<file path="config.mk">
export PLATFORM = sky130hd
export DESIGN_NAME = tps_top
export DESIGN_NICKNAME = d
export VERILOG_FILES = /design/src/hdl/tps_pkg.sv /design/src/hdl/tps_wave_ram.sv /design/src/hdl/tps_ref_rom.sv /design/src/hdl/tps_top.sv
export SDC_FILE = /design/constraint.sdc
export NUM_CORES = 1
export LEC_CHECK = 0
export ABC_AREA = 1
export BUFFER_PORTS_ARGS = -buffer_cell sky130_fd_sc_hd__buf_2
export CAP_MARGIN = 10
export CORE_MARGIN = 2
export CORE_UTILIZATION = 45
export CTS_CLUSTER_SIZE = 8
export DETAILED_ROUTE_END_ITERATION = 10
export SYNTH_ARGS = -nofsm -noshare
export SYNTH_HDL_FRONTEND = slang
export SYNTH_SLANG_ARGS = --single-unit
</file>
<file path="constraint.sdc">
create_clock -name aclk -period 48 [get_ports aclk]
set_clock_uncertainty 0.1 [all_clocks]
set_input_delay 12 -clock aclk [delete_from_list [all_inputs] [get_ports aclk]]
set_output_delay 12 -clock aclk [all_outputs]
set_load 0.05 [all_outputs]
</file>
<file path="src/hdl/tps_pkg.sv">
// Purpose: shared constants and types of the transmit pulse shaper
// Assumes: AXI4-Lite slave with 32-bit data, byte addresses below 0x40
// Notes: register offsets are used by the top level and the bench, bit positions by the top level only
// Behaviour
// - Template select 0000 plays the 75 ohm preset, 0001 the other preset.
// - Scale 100001 is unity; each step away changes amplitude by 3 percent.
// - Template select pattern 1XXX plays the user programmed waveform.
// - A user waveform is 20 sub-phase samples indexed by a 5-bit field.
// - Samples are 7-bit sign-magnitude, from -63 to +63.
// - Eight reference sample sets are held in a read-only table.
// - Sample write: load sample register, then control with rw 0, done 1.
// - Sample read: control with rw 1, done 1; data appears in sample register.
// - Overlapping pulses beyond the limit set a sticky overflow flag, which raises irq unless masked.
// - Global enable pin low or drive enable bit low tristates the drivers.
// - Over-current limits drive current, or tristates if that bit is set.
// - Over-current state is shown; edges set the event per edge select.
// - The over-current event raises the interrupt unless masked.
// - Single-ended mode drives only the positive output.
package tps_pkg;
	localparam int ADDR_W = 6;
	localparam logic [5:0] ADDR_TX_CFG = 6'h00;
	localparam logic [5:0] ADDR_PULSE = 6'h04;
	localparam logic [5:0] ADDR_SCALE = 6'h08;
	localparam logic [5:0] ADDR_ACC_CTRL = 6'h0C;
	localparam logic [5:0] ADDR_SAMPLE = 6'h10;
	localparam logic [5:0] ADDR_STATUS = 6'h14;
	localparam logic [5:0] ADDR_IRQ_STAT = 6'h18;
	localparam logic [5:0] ADDR_IRQ_MASK = 6'h1C;
	localparam logic [5:0] ADDR_EDGE_SEL = 6'h20;

	localparam int CFG_DRV_EN_BIT = 6;
	localparam int CFG_TRI_OC_BIT = 4;
	localparam int CFG_SINGLE_BIT = 3;
	localparam logic [6:0] CFG_WMASK = 7'h5F;
	localparam logic [6:0] CFG_RST = 7'h00;

	localparam int PULSE_W = 4;
	localparam int PULSE_EXT_BIT = 3;
	localparam logic [3:0] PULSE_RST = 4'h1;

	localparam int SCALE_W = 6;
	localparam logic [5:0] SCALE_UNITY = 6'h21;
	localparam int SCALE_STEP_PCT = 3;
	localparam int PCT_BASE = 100;

	localparam int IDX_W = 5;
	localparam int ACC_RW_BIT = 5;
	localparam int ACC_DONE_BIT = 6;
	localparam int SAMPLE_W = 7;
	localparam int SAMPLE_SIGN_BIT = 6;
	localparam int SAMPLE_MAX = 63;
	localparam int NUM_SAMPLES = 20;
	localparam logic [4:0] LAST_PHASE = 5'h13;
	localparam int NUM_REF_SETS = 8;

	localparam int OC_BIT = 4;
	localparam int OVF_BIT = 7;
	localparam logic [7:0] IRQ_BITS = 8'h90;
	localparam logic [7:0] MASK_RST = 8'h90;

	localparam int LEVEL_W = 8;
	localparam int LEVEL_MAX = 127;

	localparam logic [1:0] RESP_OKAY = 2'h0;
	localparam logic [1:0] RESP_SLVERR = 2'h2;

	localparam logic [4:0] REF_IDX_RISE = 5'h03;
	localparam logic [4:0] REF_IDX_PEAK = 5'h04;
	// odd sets carry the 120 ohm shape, even sets the 75 ohm shape
	localparam logic [6:0] REF_RISE [NUM_REF_SETS] = '{
		7'h0C, 7'h0F, 7'h0C, 7'h0F, 7'h0C, 7'h0F, 7'h0C, 7'h0F};
	localparam logic [6:0] REF_PEAK [NUM_REF_SETS] = '{
		7'h30, 7'h3C, 7'h30, 7'h3C, 7'h30, 7'h3C, 7'h30, 7'h3C};

	typedef enum logic [1:0] {
		ACC_IDLE = 2'h0,
		ACC_RUN = 2'h1,
		ACC_FIN = 2'h3,
		ACC_SPARE = 2'h2
	} tps_acc_t;
endpackage

</file>
<file path="src/hdl/tps_wave_ram.sv">
// Purpose: user waveform sample store with registered read ports
// Assumes: one write port, reads see the value stored before the edge
// Notes: out-of-range addresses read zero and ignore writes
`timescale 1ns/1ns
module tps_wave_ram #(
	parameter int DATA_W = 7,
	parameter int DEPTH = 20,
	parameter int ADDR_W = 5,
	parameter int NUM_RD = 3
) (
	input wire logic aclk,
	input wire logic aresetn,
	input wire logic wr_en,
	input wire logic [ADDR_W-1:0] wr_addr,
	input wire logic [DATA_W-1:0] wr_data,
	input wire logic [NUM_RD*ADDR_W-1:0] rd_addr,
	output logic [NUM_RD*DATA_W-1:0] rd_data
);
	logic [DATA_W-1:0] mem_reg [DEPTH];
	logic [DATA_W-1:0] mem_next [DEPTH];
	logic [NUM_RD*DATA_W-1:0] rd_next;

	always_comb begin
		mem_next = mem_reg;
		if (wr_en && (int'(wr_addr) < DEPTH)) begin
			mem_next[wr_addr] = wr_data;
		end
	end

	genvar g;
	generate
		for (g = 0; g < NUM_RD; g++) begin : g_rd
			logic [ADDR_W-1:0] a;
			assign a = rd_addr[g*ADDR_W +: ADDR_W];
			assign rd_next[g*DATA_W +: DATA_W] =
				(int'(a) < DEPTH) ? mem_reg[a] : '0;
		end
	endgenerate

	always_ff @(posedge aclk) begin
		if (!aresetn) begin
			for (int i = 0; i < DEPTH; i++) begin
				mem_reg[i] <= '0;
			end
			rd_data <= '0;
		end else begin
			mem_reg <= mem_next;
			rd_data <= rd_next;
		end
	end
endmodule

</file>
<file path="src/hdl/tps_ref_rom.sv">
// Purpose: read-only reference sample sets for the preset templates
// Assumes: one set chosen for all ports at a time
// Notes: samples outside the two shaped sub-phases are zero
`timescale 1ns/1ns
module tps_ref_rom #(
	parameter int NUM_RD = 2
) (
	input wire logic aclk,
	input wire logic aresetn,
	input wire logic [2:0] set_sel,
	input wire logic [NUM_RD*tps_pkg::IDX_W-1:0] rd_addr,
	output logic [NUM_RD*tps_pkg::SAMPLE_W-1:0] rd_data
);
	localparam int AW = tps_pkg::IDX_W;
	localparam int DW = tps_pkg::SAMPLE_W;
	logic [NUM_RD*DW-1:0] rd_next;

	function automatic logic [DW-1:0] ref_sample(logic [2:0] set,
		logic [AW-1:0] idx);
		logic [DW-1:0] v;
		v = '0;
		if (idx == tps_pkg::REF_IDX_RISE) begin
			v = tps_pkg::REF_RISE[set];
		end else if (idx == tps_pkg::REF_IDX_PEAK) begin
			v = tps_pkg::REF_PEAK[set];
		end
		return v;
	endfunction

	genvar g;
	generate
		for (g = 0; g < NUM_RD; g++) begin : g_rd
			assign rd_next[g*DW +: DW] =
				ref_sample(set_sel, rd_addr[g*AW +: AW]);
		end
	endgenerate

	always_ff @(posedge aclk) begin
		if (!aresetn) begin
			rd_data <= '0;
		end else begin
			rd_data <= rd_next;
		end
	end
endmodule

</file>
<file path="src/hdl/tps_top.sv">
// Purpose: one-channel transmit pulse shaper and line driver control
// Assumes: inputs synchronous to aclk; bit_start coincides with a strobe
// Notes: sample_strobe steps one sub-phase, 16 steps per unit interval
`timescale 1ns/1ns
module tps_top (
	input wire logic aclk,
	input wire logic aresetn,
	input wire logic [tps_pkg::ADDR_W-1:0] s_axi_awaddr,
	input wire logic [2:0] s_axi_awprot,
	input wire logic s_axi_awvalid,
	output logic s_axi_awready,
	input wire logic [31:0] s_axi_wdata,
	input wire logic [3:0] s_axi_wstrb,
	input wire logic s_axi_wvalid,
	output logic s_axi_wready,
	output logic [1:0] s_axi_bresp,
	output logic s_axi_bvalid,
	input wire logic s_axi_bready,
	input wire logic [tps_pkg::ADDR_W-1:0] s_axi_araddr,
	input wire logic [2:0] s_axi_arprot,
	input wire logic s_axi_arvalid,
	output logic s_axi_arready,
	output logic [31:0] s_axi_rdata,
	output logic [1:0] s_axi_rresp,
	output logic s_axi_rvalid,
	input wire logic s_axi_rready,
	input wire logic global_oe,
	input wire logic tx_overcurrent,
	input wire logic sample_strobe,
	input wire logic bit_start,
	input wire logic mark,
	input wire logic mark_neg,
	output logic [tps_pkg::LEVEL_W-1:0] line_out_pos,
	output logic line_out_pos_oe,
	output logic [tps_pkg::LEVEL_W-1:0] line_out_neg,
	output logic line_out_neg_oe,
	output logic current_limit,
	output logic irq_out_n
);
	localparam int AW = tps_pkg::IDX_W;
	localparam int DW = tps_pkg::SAMPLE_W;
	localparam int LW = tps_pkg::LEVEL_W;

	// ---- bus handshake
	logic wr_fire, rd_fire;
	logic bvalid_reg, bvalid_next, rvalid_reg, rvalid_next;
	logic [1:0] bresp_reg, bresp_next, rresp_reg, rresp_next;
	logic [31:0] rdata_reg, rdata_next;

	// ---- software state
	logic [6:0] cfg_reg, cfg_next;
	logic [3:0] pulse_reg, pulse_next;
	logic [5:0] scale_reg, scale_next;
	logic [7:0] mask_reg, mask_next;
	logic edge_reg, edge_next;
	logic [AW-1:0] acc_idx_reg, acc_idx_next;
	logic acc_rw_reg, acc_rw_next;
	logic [DW-1:0] sample_reg, sample_next;
	tps_pkg::tps_acc_t acc_state_reg, acc_state_next;
	logic acc_start, acc_done, ram_we;

	// ---- playback, status
	logic [AW-1:0] cur_ph_reg, cur_ph_next, prev_ph_reg, prev_ph_next;
	logic cur_act_reg, cur_act_next, prev_act_reg, prev_act_next;
	logic cur_neg_reg, cur_neg_next, prev_neg_reg, prev_neg_next;
	logic cur_act_d_reg, prev_act_d_reg, cur_neg_d_reg, prev_neg_d_reg;
	logic strobe_d_reg;
	logic [LW-1:0] pos_reg, pos_next, neg_reg, neg_next;
	logic oc_state_reg, oc_evt, ovf_evt;
	logic [7:0] irq_stat_reg, irq_stat_next;
	logic [3*DW-1:0] ram_rd;
	logic [2*DW-1:0] rom_rd;
	logic [DW-1:0] src_cur, src_prev;
	logic signed [LW-1:0] cur_v, prev_v, sum_v;
	logic [5:0] sum_mag;
	logic [LW-2:0] scaled_mag;
	logic user_wave, drive_on;

	function automatic logic is_mapped(logic [tps_pkg::ADDR_W-1:0] a);
		return a == tps_pkg::ADDR_TX_CFG || a == tps_pkg::ADDR_PULSE ||
			a == tps_pkg::ADDR_SCALE || a == tps_pkg::ADDR_ACC_CTRL ||
			a == tps_pkg::ADDR_SAMPLE || a == tps_pkg::ADDR_STATUS ||
			a == tps_pkg::ADDR_IRQ_STAT || a == tps_pkg::ADDR_IRQ_MASK ||
			a == tps_pkg::ADDR_EDGE_SEL;
	endfunction

	function automatic logic signed [LW-1:0] sm_value(logic [DW-1:0] s,
		logic act, logic neg);
		logic signed [LW-1:0] m;
		m = $signed({2'h0, s[5:0]});
		if (!act) begin
			return '0;
		end
		return (s[tps_pkg::SAMPLE_SIGN_BIT] ^ neg) ? -m : m;
	endfunction

	// address and data are taken together, one write in flight
	assign wr_fire = s_axi_awvalid && s_axi_wvalid && !bvalid_reg;
	assign rd_fire = s_axi_arvalid && !rvalid_reg;
	assign s_axi_awready = wr_fire;
	assign s_axi_wready = wr_fire;
	assign s_axi_arready = !rvalid_reg;

	always_comb begin
		bvalid_next = bvalid_reg;
		bresp_next = bresp_reg;
		rvalid_next = rvalid_reg;
		rresp_next = rresp_reg;
		rdata_next = rdata_reg;
		if (bvalid_reg && s_axi_bready) begin
			bvalid_next = 1'b0;
		end
		if (wr_fire) begin
			bvalid_next = 1'b1;
			bresp_next = is_mapped(s_axi_awaddr) ? tps_pkg::RESP_OKAY :
				tps_pkg::RESP_SLVERR;
		end
		if (rvalid_reg && s_axi_rready) begin
			rvalid_next = 1'b0;
		end
		if (rd_fire) begin
			rvalid_next = 1'b1;
			rresp_next = is_mapped(s_axi_araddr) ? tps_pkg::RESP_OKAY :
				tps_pkg::RESP_SLVERR;
			rdata_next = '0;
			case (s_axi_araddr)
				tps_pkg::ADDR_TX_CFG: rdata_next[6:0] = cfg_reg;
				tps_pkg::ADDR_PULSE: rdata_next[3:0] = pulse_reg;
				tps_pkg::ADDR_SCALE: rdata_next[5:0] = scale_reg;
				tps_pkg::ADDR_ACC_CTRL: begin
					rdata_next[AW-1:0] = acc_idx_reg;
					rdata_next[tps_pkg::ACC_RW_BIT] = acc_rw_reg;
					rdata_next[tps_pkg::ACC_DONE_BIT] = acc_done;
				end
				tps_pkg::ADDR_SAMPLE: rdata_next[DW-1:0] = sample_reg;
				tps_pkg::ADDR_STATUS: rdata_next[tps_pkg::OC_BIT] = oc_state_reg;
				tps_pkg::ADDR_IRQ_STAT: rdata_next[7:0] = irq_stat_reg;
				tps_pkg::ADDR_IRQ_MASK: rdata_next[7:0] = mask_reg;
				tps_pkg::ADDR_EDGE_SEL: rdata_next[tps_pkg::OC_BIT] = edge_reg;
				default: rdata_next = '0;
			endcase
		end
	end

	// ---- register writes
	always_comb begin
		cfg_next = cfg_reg;
		pulse_next = pulse_reg;
		scale_next = scale_reg;
		mask_next = mask_reg;
		edge_next = edge_reg;
		acc_idx_next = acc_idx_reg;
		acc_rw_next = acc_rw_reg;
		sample_next = sample_reg;
		acc_start = 1'b0;
		if (wr_fire && s_axi_wstrb[0]) begin
			case (s_axi_awaddr)
				tps_pkg::ADDR_TX_CFG: cfg_next = s_axi_wdata[6:0] & tps_pkg::CFG_WMASK;
				tps_pkg::ADDR_PULSE: pulse_next = s_axi_wdata[3:0];
				tps_pkg::ADDR_SCALE: scale_next = s_axi_wdata[5:0];
				tps_pkg::ADDR_ACC_CTRL: begin
					// a new access is ignored until the running one is done
					if (acc_state_reg == tps_pkg::ACC_IDLE &&
						s_axi_wdata[tps_pkg::ACC_DONE_BIT]) begin
						acc_start = 1'b1;
						acc_idx_next = s_axi_wdata[AW-1:0];
						acc_rw_next = s_axi_wdata[tps_pkg::ACC_RW_BIT];
					end
				end
				tps_pkg::ADDR_SAMPLE: begin
					if (acc_state_reg == tps_pkg::ACC_IDLE) begin
						sample_next = s_axi_wdata[DW-1:0];
					end
				end
				tps_pkg::ADDR_IRQ_MASK: mask_next = s_axi_wdata[7:0] & tps_pkg::IRQ_BITS;
				tps_pkg::ADDR_EDGE_SEL: edge_next = s_axi_wdata[tps_pkg::OC_BIT];
				default: ;
			endcase
		end
		if (acc_state_reg == tps_pkg::ACC_FIN && acc_rw_reg) begin
			sample_next = ram_rd[2*DW +: DW];
		end
	end

	// ---- indirect sample access
	always_comb begin
		case (acc_state_reg)
			tps_pkg::ACC_IDLE: acc_state_next = acc_start ? tps_pkg::ACC_RUN :
				tps_pkg::ACC_IDLE;
			tps_pkg::ACC_RUN: acc_state_next = tps_pkg::ACC_FIN;
			tps_pkg::ACC_FIN: acc_state_next = tps_pkg::ACC_IDLE;
			default: acc_state_next = tps_pkg::ACC_IDLE;
		endcase
	end
	assign acc_done = acc_state_reg != tps_pkg::ACC_IDLE;
	assign ram_we = acc_state_reg == tps_pkg::ACC_RUN && !acc_rw_reg;

	// ---- pulse phase tracking; a pulse spans 20 sub-phases
	always_comb begin
		cur_ph_next = cur_ph_reg;
		cur_act_next = cur_act_reg;
		cur_neg_next = cur_neg_reg;
		prev_ph_next = prev_ph_reg;
		prev_act_next = prev_act_reg;
		prev_neg_next = prev_neg_reg;
		if (sample_strobe) begin
			cur_ph_next = cur_ph_reg + 5'h01;
			prev_ph_next = prev_ph_reg + 5'h01;
			if (cur_ph_reg == tps_pkg::LAST_PHASE) begin
				cur_act_next = 1'b0;
				cur_ph_next = '0;
			end
			if (prev_ph_reg == tps_pkg::LAST_PHASE) begin
				prev_act_next = 1'b0;
				prev_ph_next = '0;
			end
			if (bit_start) begin
				// the tail of the old pulse overlaps the new one
				prev_ph_next = cur_ph_next;
				prev_act_next = cur_act_next;
				prev_neg_next = cur_neg_reg;
				cur_ph_next = '0;
				cur_act_next = mark;
				cur_neg_next = mark_neg;
			end
		end
	end

	// ---- sample source, overlap sum, scaling
	assign user_wave = pulse_reg[tps_pkg::PULSE_EXT_BIT];
	// low select bits pick the ROM set; 0 and 1 are the two presets
	assign src_cur = user_wave ? ram_rd[0 +: DW] : rom_rd[0 +: DW];
	assign src_prev = user_wave ? ram_rd[DW +: DW] : rom_rd[DW +: DW];
	assign cur_v = sm_value(src_cur, cur_act_d_reg, cur_neg_d_reg);
	assign prev_v = sm_value(src_prev, prev_act_d_reg, prev_neg_d_reg);
	assign sum_v = cur_v + prev_v;

	always_comb begin
		int mag;
		int coef;
		int prod;
		mag = (sum_v < 0) ? -int'(sum_v) : int'(sum_v);
		ovf_evt = strobe_d_reg && (mag > tps_pkg::SAMPLE_MAX);
		if (mag > tps_pkg::SAMPLE_MAX) begin
			mag = tps_pkg::SAMPLE_MAX;
		end
		sum_mag = 6'(mag);
		coef = tps_pkg::PCT_BASE + tps_pkg::SCALE_STEP_PCT *
			(int'(scale_reg) - int'(tps_pkg::SCALE_UNITY));
		prod = (mag * coef) / tps_pkg::PCT_BASE;
		if (prod > tps_pkg::LEVEL_MAX) begin
			prod = tps_pkg::LEVEL_MAX;
		end
		scaled_mag = 7'(prod);
		pos_next = (sum_v < 0) ? -{1'b0, scaled_mag} : {1'b0, scaled_mag};
		// single-ended mode leaves the negative leg idle
		neg_next = cfg_reg[tps_pkg::CFG_SINGLE_BIT] ? '0 : -pos_next;
	end

	// ---- over-current and interrupt status
	assign oc_evt = (tx_overcurrent ^ oc_state_reg) &&
		(edge_reg || tx_overcurrent);
	always_comb begin
		irq_stat_next = irq_stat_reg;
		// read clears, but an event in the same cycle wins
		if (rd_fire && s_axi_araddr == tps_pkg::ADDR_IRQ_STAT) begin
			irq_stat_next = '0;
		end
		if (ovf_evt) begin
			irq_stat_next[tps_pkg::OVF_BIT] = 1'b1;
		end
		if (oc_evt) begin
			irq_stat_next[tps_pkg::OC_BIT] = 1'b1;
		end
	end
	assign irq_out_n = ~|(irq_stat_reg & ~mask_reg);
	assign drive_on = global_oe && cfg_reg[tps_pkg::CFG_DRV_EN_BIT] &&
		!(oc_state_reg && cfg_reg[tps_pkg::CFG_TRI_OC_BIT]);
	assign line_out_pos_oe = drive_on;
	assign line_out_neg_oe = drive_on && !cfg_reg[tps_pkg::CFG_SINGLE_BIT];
	assign current_limit = oc_state_reg && !cfg_reg[tps_pkg::CFG_TRI_OC_BIT];

	assign line_out_pos = pos_reg;
	assign line_out_neg = neg_reg;
	assign s_axi_bvalid = bvalid_reg;
	assign s_axi_bresp = bresp_reg;
	assign s_axi_rvalid = rvalid_reg;
	assign s_axi_rresp = rresp_reg;
	assign s_axi_rdata = rdata_reg;

	tps_wave_ram #(
		.DATA_W(DW),
		.DEPTH(tps_pkg::NUM_SAMPLES),
		.ADDR_W(AW),
		.NUM_RD(3)
	) u_ram (
		.aclk(aclk),
		.aresetn(aresetn),
		.wr_en(ram_we),
		.wr_addr(acc_idx_reg),
		.wr_data(sample_reg),
		.rd_addr({acc_idx_reg, prev_ph_reg, cur_ph_reg}),
		.rd_data(ram_rd)
	);

	tps_ref_rom #(
		.NUM_RD(2)
	) u_rom (
		.aclk(aclk),
		.aresetn(aresetn),
		.set_sel(pulse_reg[2:0]),
		.rd_addr({prev_ph_reg, cur_ph_reg}),
		.rd_data(rom_rd)
	);

	always_ff @(posedge aclk) begin
		if (!aresetn) begin
			bvalid_reg <= 1'b0;
			bresp_reg <= tps_pkg::RESP_OKAY;
			rvalid_reg <= 1'b0;
			rresp_reg <= tps_pkg::RESP_OKAY;
			rdata_reg <= '0;
			cfg_reg <= tps_pkg::CFG_RST;
			pulse_reg <= tps_pkg::PULSE_RST;
			scale_reg <= tps_pkg::SCALE_UNITY;
			mask_reg <= tps_pkg::MASK_RST;
			edge_reg <= 1'b0;
			acc_idx_reg <= '0;
			acc_rw_reg <= 1'b0;
			sample_reg <= '0;
			acc_state_reg <= tps_pkg::ACC_IDLE;
			cur_ph_reg <= '0;
			cur_act_reg <= 1'b0;
			cur_neg_reg <= 1'b0;
			prev_ph_reg <= '0;
			prev_act_reg <= 1'b0;
			prev_neg_reg <= 1'b0;
			cur_act_d_reg <= 1'b0;
			prev_act_d_reg <= 1'b0;
			cur_neg_d_reg <= 1'b0;
			prev_neg_d_reg <= 1'b0;
			strobe_d_reg <= 1'b0;
			pos_reg <= '0;
			neg_reg <= '0;
			oc_state_reg <= 1'b0;
			irq_stat_reg <= '0;
		end else begin
			bvalid_reg <= bvalid_next;
			bresp_reg <= bresp_next;
			rvalid_reg <= rvalid_next;
			rresp_reg <= rresp_next;
			rdata_reg <= rdata_next;
			cfg_reg <= cfg_next;
			pulse_reg <= pulse_next;
			scale_reg <= scale_next;
			mask_reg <= mask_next;
			edge_reg <= edge_next;
			acc_idx_reg <= acc_idx_next;
			acc_rw_reg <= acc_rw_next;
			sample_reg <= sample_next;
			acc_state_reg <= acc_state_next;
			cur_ph_reg <= cur_ph_next;
			cur_act_reg <= cur_act_next;
			cur_neg_reg <= cur_neg_next;
			prev_ph_reg <= prev_ph_next;
			prev_act_reg <= prev_act_next;
			prev_neg_reg <= prev_neg_next;
			cur_act_d_reg <= cur_act_reg;
			prev_act_d_reg <= prev_act_reg;
			cur_neg_d_reg <= cur_neg_reg;
			prev_neg_d_reg <= prev_neg_reg;
			strobe_d_reg <= sample_strobe;
			pos_reg <= pos_next;
			neg_reg <= neg_next;
			oc_state_reg <= tx_overcurrent;
			irq_stat_reg <= irq_stat_next;
		end
	end
endmodule

</file>
== Yosys cells after proc, flatten, opt, wreduce, memory -nomap -nowiden ==
Memories as Yosys holds them, arrays and structs flattened.
Index checks and enable logic that the tools add are counted.
Storage, ports and cells
  word-level logic and storage cells: 244
  output and inout bits: 61
  input port bits: 67
  bits in registers: 261
  ROM bits: 112
  memories: 2
Cells by class
  magnitude comparators: 11
  multipliers: 2
  add/subtract/negate cells: 10
  multiplexer cells: 61
  bitwise gates (word level): 10
  reductions and logical operators: 69
  divide/modulo/power cells: 1
  eq/ne operators: 24
Memory list
  (no name shown): words 8, bits a word 7, rd ports 1, clocked after Yosys merged registers in 0, write ports 0, RTL line tps_ref_rom.sv:23  | v = tps_pkg::REF_RISE[set];
  (no name shown): words 8, bits a word 7, rd ports 1, clocked after Yosys merged registers in 0, write ports 0, RTL line tps_ref_rom.sv:25  | v = tps_pkg::REF_PEAK[set];
Operator list (count)
  $mux W7: 22
  $bwmux W140: 1
  $bmux W7 S5: 3
  $mux W32: 2
  $eq A6 B5 Y1 const B: 8
  $mux W8: 6
  $demux W7 S5: 1
  $div A32 B8 Y32 const B: 1
  $gt A32 B7 Y1 const B: 1
  $gt A32 B8 Y1 const B: 1
  $mul A32 B11 Y32: 1
  $neg A8 Y32: 1
  $eq A6 B4 Y1 const B: 4
  $mux W5: 4
  $pmux W4 S5: 1
  $reduce_and A2 Y1: 10
  $logic_and A1 B1 Y1: 19
  $ge A6 B6 Y1 const B: 3
  $not A5 Y6: 3
  $reduce_bool A2 Y1: 9
  $logic_or A1 B1 Y1: 17
  $neg A6 Y8: 2
  $lt A5 B5 Y1 const B: 3
  $mux W1: 14
  other kinds (33): 51

== Depth between registers and ports, before layout ==
  depth in word-level cells: 16
  depth in mapped cells: 219
  gate-level depth less buffers: 217

== Modules after synthesis ==
Synthesis repeated with hierarchy kept, for this count alone.
Unflattened totals
  cells, all modules: 4871
  area, all modules: 31290.0 µm²
Modules (own cells, without submodules)
  tps_top: times used 1, seq. area each 1681.6 µm², cells an instance 3176, area an instance 21200.3 µm²
  tps_wave_ram: times used 1, seq. area each 3223.1 µm², cells an instance 1652, area an instance 9776.9 µm²
  tps_ref_rom: times used 1, seq. area each 120.1 µm², cells an instance 43, area an instance 312.8 µm²

== Worst setup path after synthesis ==
No wires, ideal clock.
  path type: in2out
  from: in global_oe
  to: out line_out_neg_oe
  path slack: 22.373 ns
  required time: 35.900 ns
  buffers on the path: 0
  arrival: 13.527 ns
  stages on the path: 2
  path through: inv_1 > nor4_1
On the way
  longest elaborated chain between the ends: 3
Ends and longest elaborated chain
  start: declaration: RTL line tps_top.sv:27  | input wire logic global_oe,
  $logic_and A1 B1 Y1 (2 in series): RTL line tps_top.sv:277  | assign drive_on = global_oe && cfg_reg[tps_pkg::CFG_DRV_EN_BIT] &&
  $logic_and A1 B1 Y1: RTL line tps_top.sv:280  | assign line_out_neg_oe = drive_on && !cfg_reg[tps_pkg::CFG_SINGLE_BIT];
  end: declaration: RTL line tps_top.sv:36  | output logic line_out_neg_oe,
Every way passes these cells.

== Final worst setup path ==
  from: reg pulse_reg[3]
  to: reg neg_reg[6] (netlist: line_out_neg[6])
On the way
  longest elaborated chain between the ends: 16
  elaborated cells between the ends (all ways): 23
  those cells by class: add/sub: 6; mul: 1; div: 1; order compare: 3; mux: 10; bitwise: 2
Ends and longest elaborated chain
  start: declaration: RTL line tps_top.sv:52  | logic [3:0] pulse_reg, pulse_next;
  start signal: assignment: RTL line tps_top.sv:324  | pulse_reg <= tps_pkg::PULSE_RST;
  start signal: assignment: RTL line tps_top.sv:354  | pulse_reg <= pulse_next;
  $mux W7 (on tied branches): RTL line tps_top.sv:232, tps_top.sv:233
  $neg A6 Y8 or $xor A1 B1 Y1 (tied branches): RTL line tps_top.sv:94  | return (s[tps_pkg::SAMPLE_SIGN_BIT] ^ neg) ? -m : m;
  $mux W8 (2 in series): RTL line tps_top.sv:94
  $add A8 B8 Y8 (*): RTL line tps_top.sv:236  | assign sum_v = cur_v + prev_v;
  $neg A8 Y32 or $lt A8 B1 Y1 (tied branches): RTL line tps_top.sv:242, tps_top.sv:255
  $mux W32: RTL line tps_top.sv:242  | mag = (sum_v < 0) ? -int'(sum_v) : int'(sum_v);
  $gt A32 B7 Y1: RTL line tps_top.sv:244  | if (mag > tps_pkg::SAMPLE_MAX) begin
  $mux W32: RTL line tps_top.sv:244
  $mul A32 B11 Y32: RTL line tps_top.sv:250  | prod = (mag * coef) / tps_pkg::PCT_BASE;
  $div A32 B8 Y32: RTL line tps_top.sv:250
  $gt A32 B8 Y1: RTL line tps_top.sv:251  | if (prod > tps_pkg::LEVEL_MAX) begin
  $mux W7: RTL line tps_top.sv:251
  $neg A7 Y8: RTL line tps_top.sv:255  | pos_next = (sum_v < 0) ? -{1'b0, scaled_mag} : {1'b0, scaled_mag};
  $mux W8 (*): RTL line tps_top.sv:255
  $neg A8 Y8 (*): RTL line tps_top.sv:257  | neg_next = cfg_reg[tps_pkg::CFG_SINGLE_BIT] ? '0 : -pos_next;
  end signal: assignment: RTL line tps_top.sv:374  | neg_reg <= neg_next;
  end: declaration: RTL line tps_top.sv:68  | logic [LW-1:0] pos_reg, pos_next, neg_reg, neg_next;
Mark *: on every way between the ends. The rest lies on a longest branch, timed or not.
A chain may end at the register's enable or synchronous reset.

==> results.py <==
metrics = {
    "placement": {
        "gp_routability_congestion": 0.9531,
        "hpwlAfterDp_um": 66350,
        "port_buffers": 68,
    },
    "floorplan": {
        "die_h_um": 263.1,
        "core_sq_um": 66100,
        "rows": 94,
        "ios": 128,
        "die-area_sq_um": 69200,
        "die_x_um": 263.1,
        "start_util_pct": 45.69,
    },
    "status": {
        "outcome": "completed",
    },
    "timing": {
        "worstMarginPinSlew_ps": 1240,
        "fin_crit_sh_pct": 55.82,
        "slew_headroom_pct": 17.05,
        "fin_tns_setup_ps": 0,
        "grt_setup_unrepaired": "no",
        "drv_slew": 0,
        "fmax_mhz": 37.32,
        "min_period_ps": 26790,
        "setup_viol": 0,
        "final-hold-violation-count": 0,
    },
    "setup_path": {
        "required_ps": 48350,
        "critPathCaptureType": "flop",
        "critPathMaxFanout": 24,
        "rr_worst_depth": 181,
        "worstSetupPathType": "flop to flop",
        "cp_data_arrival_time_ps": 27150,
        "r2r-end": "line_out_neg[6]$_SDFF_PP0_",
        "cp-start-kind": "flop",
        "r2r_start": "pulse_reg[3]$_SDFFE_PN0P_",
        "rrSetupSlack_ps": 21210,
        "slowest_delay_ps": 960,
        "cpMaxStageDelayCell": "dfxtp_1",
        "cp_common_cell": "nand2_4",
    },
    "logic_synthesis": {
        "yosysTopAreaCellShare_pct": 16.64,
        "netlist_instances": 4491,
        "avgSynthCellArea_sq_um": 6.725,
        "ys_warn_count": 0,
        "synth_top_area_cell": "dfxtp_1",
        "synth.distinct_cells": 76,
        "synth_edf_count": 0,
        "synthFlopType": "dfxtp_1",
        "yosys-top-cells-area": "dfxtp_1, fa_1, inv_1, nand2_1, a21oi_1",
        "async_reset_ff_share_pct": 0,
        "ys_ff_latch": 251,
        "yosysSeqAreaShare_pct": 16.64,
        "syn_area_sq_um": 30200,
    },
    "flow_run": {
        "cap_violations": 0,
    },
    "route": {
        "first_iter_violations": 2722,
        "drt_first_pass_iters": 6,
        "drc_errors": 0,
        "wl_um": 86750,
        "route.vias.total": 28720,
        "vias_per_cell": 5.184,
        "wl_per_cell_um": 15.66,
        "ant_nets": 0,
    },
    "final_layout": {
        "nets": 5066,
        "layout_common_cells": "inv_1, nand2_1, a21oi_1",
        "syn_to_final_growth_pct": 8.671,
        "antenna_cells": 0,
        "layout_commonest_cell": "inv_1",
        "largest_register_ffs": 140,
        "drive_gt1_share_pct": 12.04,
    },
    "cts": {
        "hold_buffers": 0,
        "clk_pin_slew_ps": 50,
        "cts_buffers": 38,
        "clock_latency_ps": 570,
        "cts_root_buffer": "clkbuf_16",
        "clkSinkCount": 251,
        "htreeDepth": 2,
        "cts_resized": 0,
        "cts_tree": "built",
        "clockBufferDepth": 3,
        "cts_setup_buffers": 0,
    },
    "grt": {
        "grt_max_degree": 106,
        "antenna_found_initial": 1,
        "globalRouteOverflowTotal": 0,
        "grt_pass1_wl_um": 140900,
        "grt.total_usage_pct": 24.98,
        "grt_pass1_vias": 26870,
    },
    "worst_hold_path": {
        "hold-path-endpoint": "prev_act_d_reg$_SDFF_PN0_",
        "whs_path_depth": 2,
        "hold_path.class": "flop to flop",
        "min_from": "prev_act_reg$_SDFFE_PN0P_",
    },
}
[cells in the mapped netlist (all sizes together) (18+ instances only)]
cell type and number:
a21oi 410, a31oi 18, buf 55, clkbuf 117, clkinv 26, dfxtp 251, fa 223, ha 106
inv 846, nand2 1017, nand3 261, nand4 96, nor2 326, nor3 45, o21ai 441, o22ai 69
xor2 60
[how the worst max path moves through the flow]
stage	slack [ps]	to	start	cells past startpoint
3_3_place_gp	21480	line_out_neg[6]$_SDFF_PP0_	pulse_reg[3]$_SDFFE_PN0P_	179
6_report	21210	line_out_neg[6]$_SDFF_PP0_	pulse_reg[3]$_SDFFE_PN0P_	181
3_5_place_dp	21360	line_out_neg[6]$_SDFF_PP0_	pulse_reg[3]$_SDFFE_PN0P_	176
4_1_cts	21270	line_out_neg[6]$_SDFF_PP0_	pulse_reg[3]$_SDFFE_PN0P_	181
2_1_floorplan	22370	line_out_neg_oe	global_oe	2
5_1_grt	18410	line_out_neg[6]$_SDFF_PP0_	pulse_reg[3]$_SDFFE_PN0P_	182
[final cells by class]
| type | instances | area, sq um |
|---|---|---|
| Clock inverter | 6 | 123.9 |
| Multi-Input combinational cell | 3420 | 21830 |
| Sequential cell | 251 | 5027 |
| Fill cell | 6919 | 33280 |
| Inverter | 875 | 3338 |
| Clock buffer | 40 | 958.4 |
| Tap cell | 864 | 1081 |
| Timing Repair Buffer | 84 | 462.9 |
[metrics by stage]
stage / util [%] / instance area [sq um] / cells / setup slack [ps] / hold slack (ps)
final: 49.65 / 32820 / 5540 / 21210 / 333.4
after global routing: 49.65 / 32820 / 5540 / 18410 / 364.7
after CTS: 49.65 / 32820 / 5540 / 21270 / 326.7
after detailed placement: 48.02 / 31740 / 5494 / 21360 / 346.3
after global placement: 48.02 / 31740 / 5494 / 21480 / 332.7
after floorplan: - / 31050 / 4718 / 22370 / 305.7
[critical path: cells and delay by family (launching register included)]
family / cells / cell delay, ps
DFF: 1 / 960
AOI/OAI and AO/OA: 8 / 1670
and+or+nand+nor: 145 / 17810
buffers and inverters: 15 / 1520
xor gates and xnor gates: 2 / 330
adders and majority gates: 11 / 4130
[logic make-up (layout without fill, tap and decap cells)]
| group | after synthesis | count (layout) | synth area share, % |
|---|---|---|---|
| xor gates and xnor gates | 77 | 77 | 2.370 |
| buffers and inverters | 1047 | 1005 | 13.92 |
| other | 2 | 229 | 0.02487 |
| AOI/OAI and AO/OA | 999 | 999 | 17.73 |
| and+or+nand+nor | 1786 | 1786 | 30.14 |
| DFF | 251 | 251 | 16.64 |
| adders and majority gates | 329 | 329 | 19.17 |
[layer usage]
metal | part of all wire, % | global-route usage (%) | routed length [um]
met2 | 42 | 38.03 | 36570
met5 | 0 | 0 | 0
met3 | 8.7 | 5.304 | 7512
met1 | 47 | 35.89 | 40650
met4 | 2.3 | 6.131 | 2018
Power is left out: the tool's default activity adds up to more than one toggle a clock period on the data nets, which glitch-free logic cannot reach.
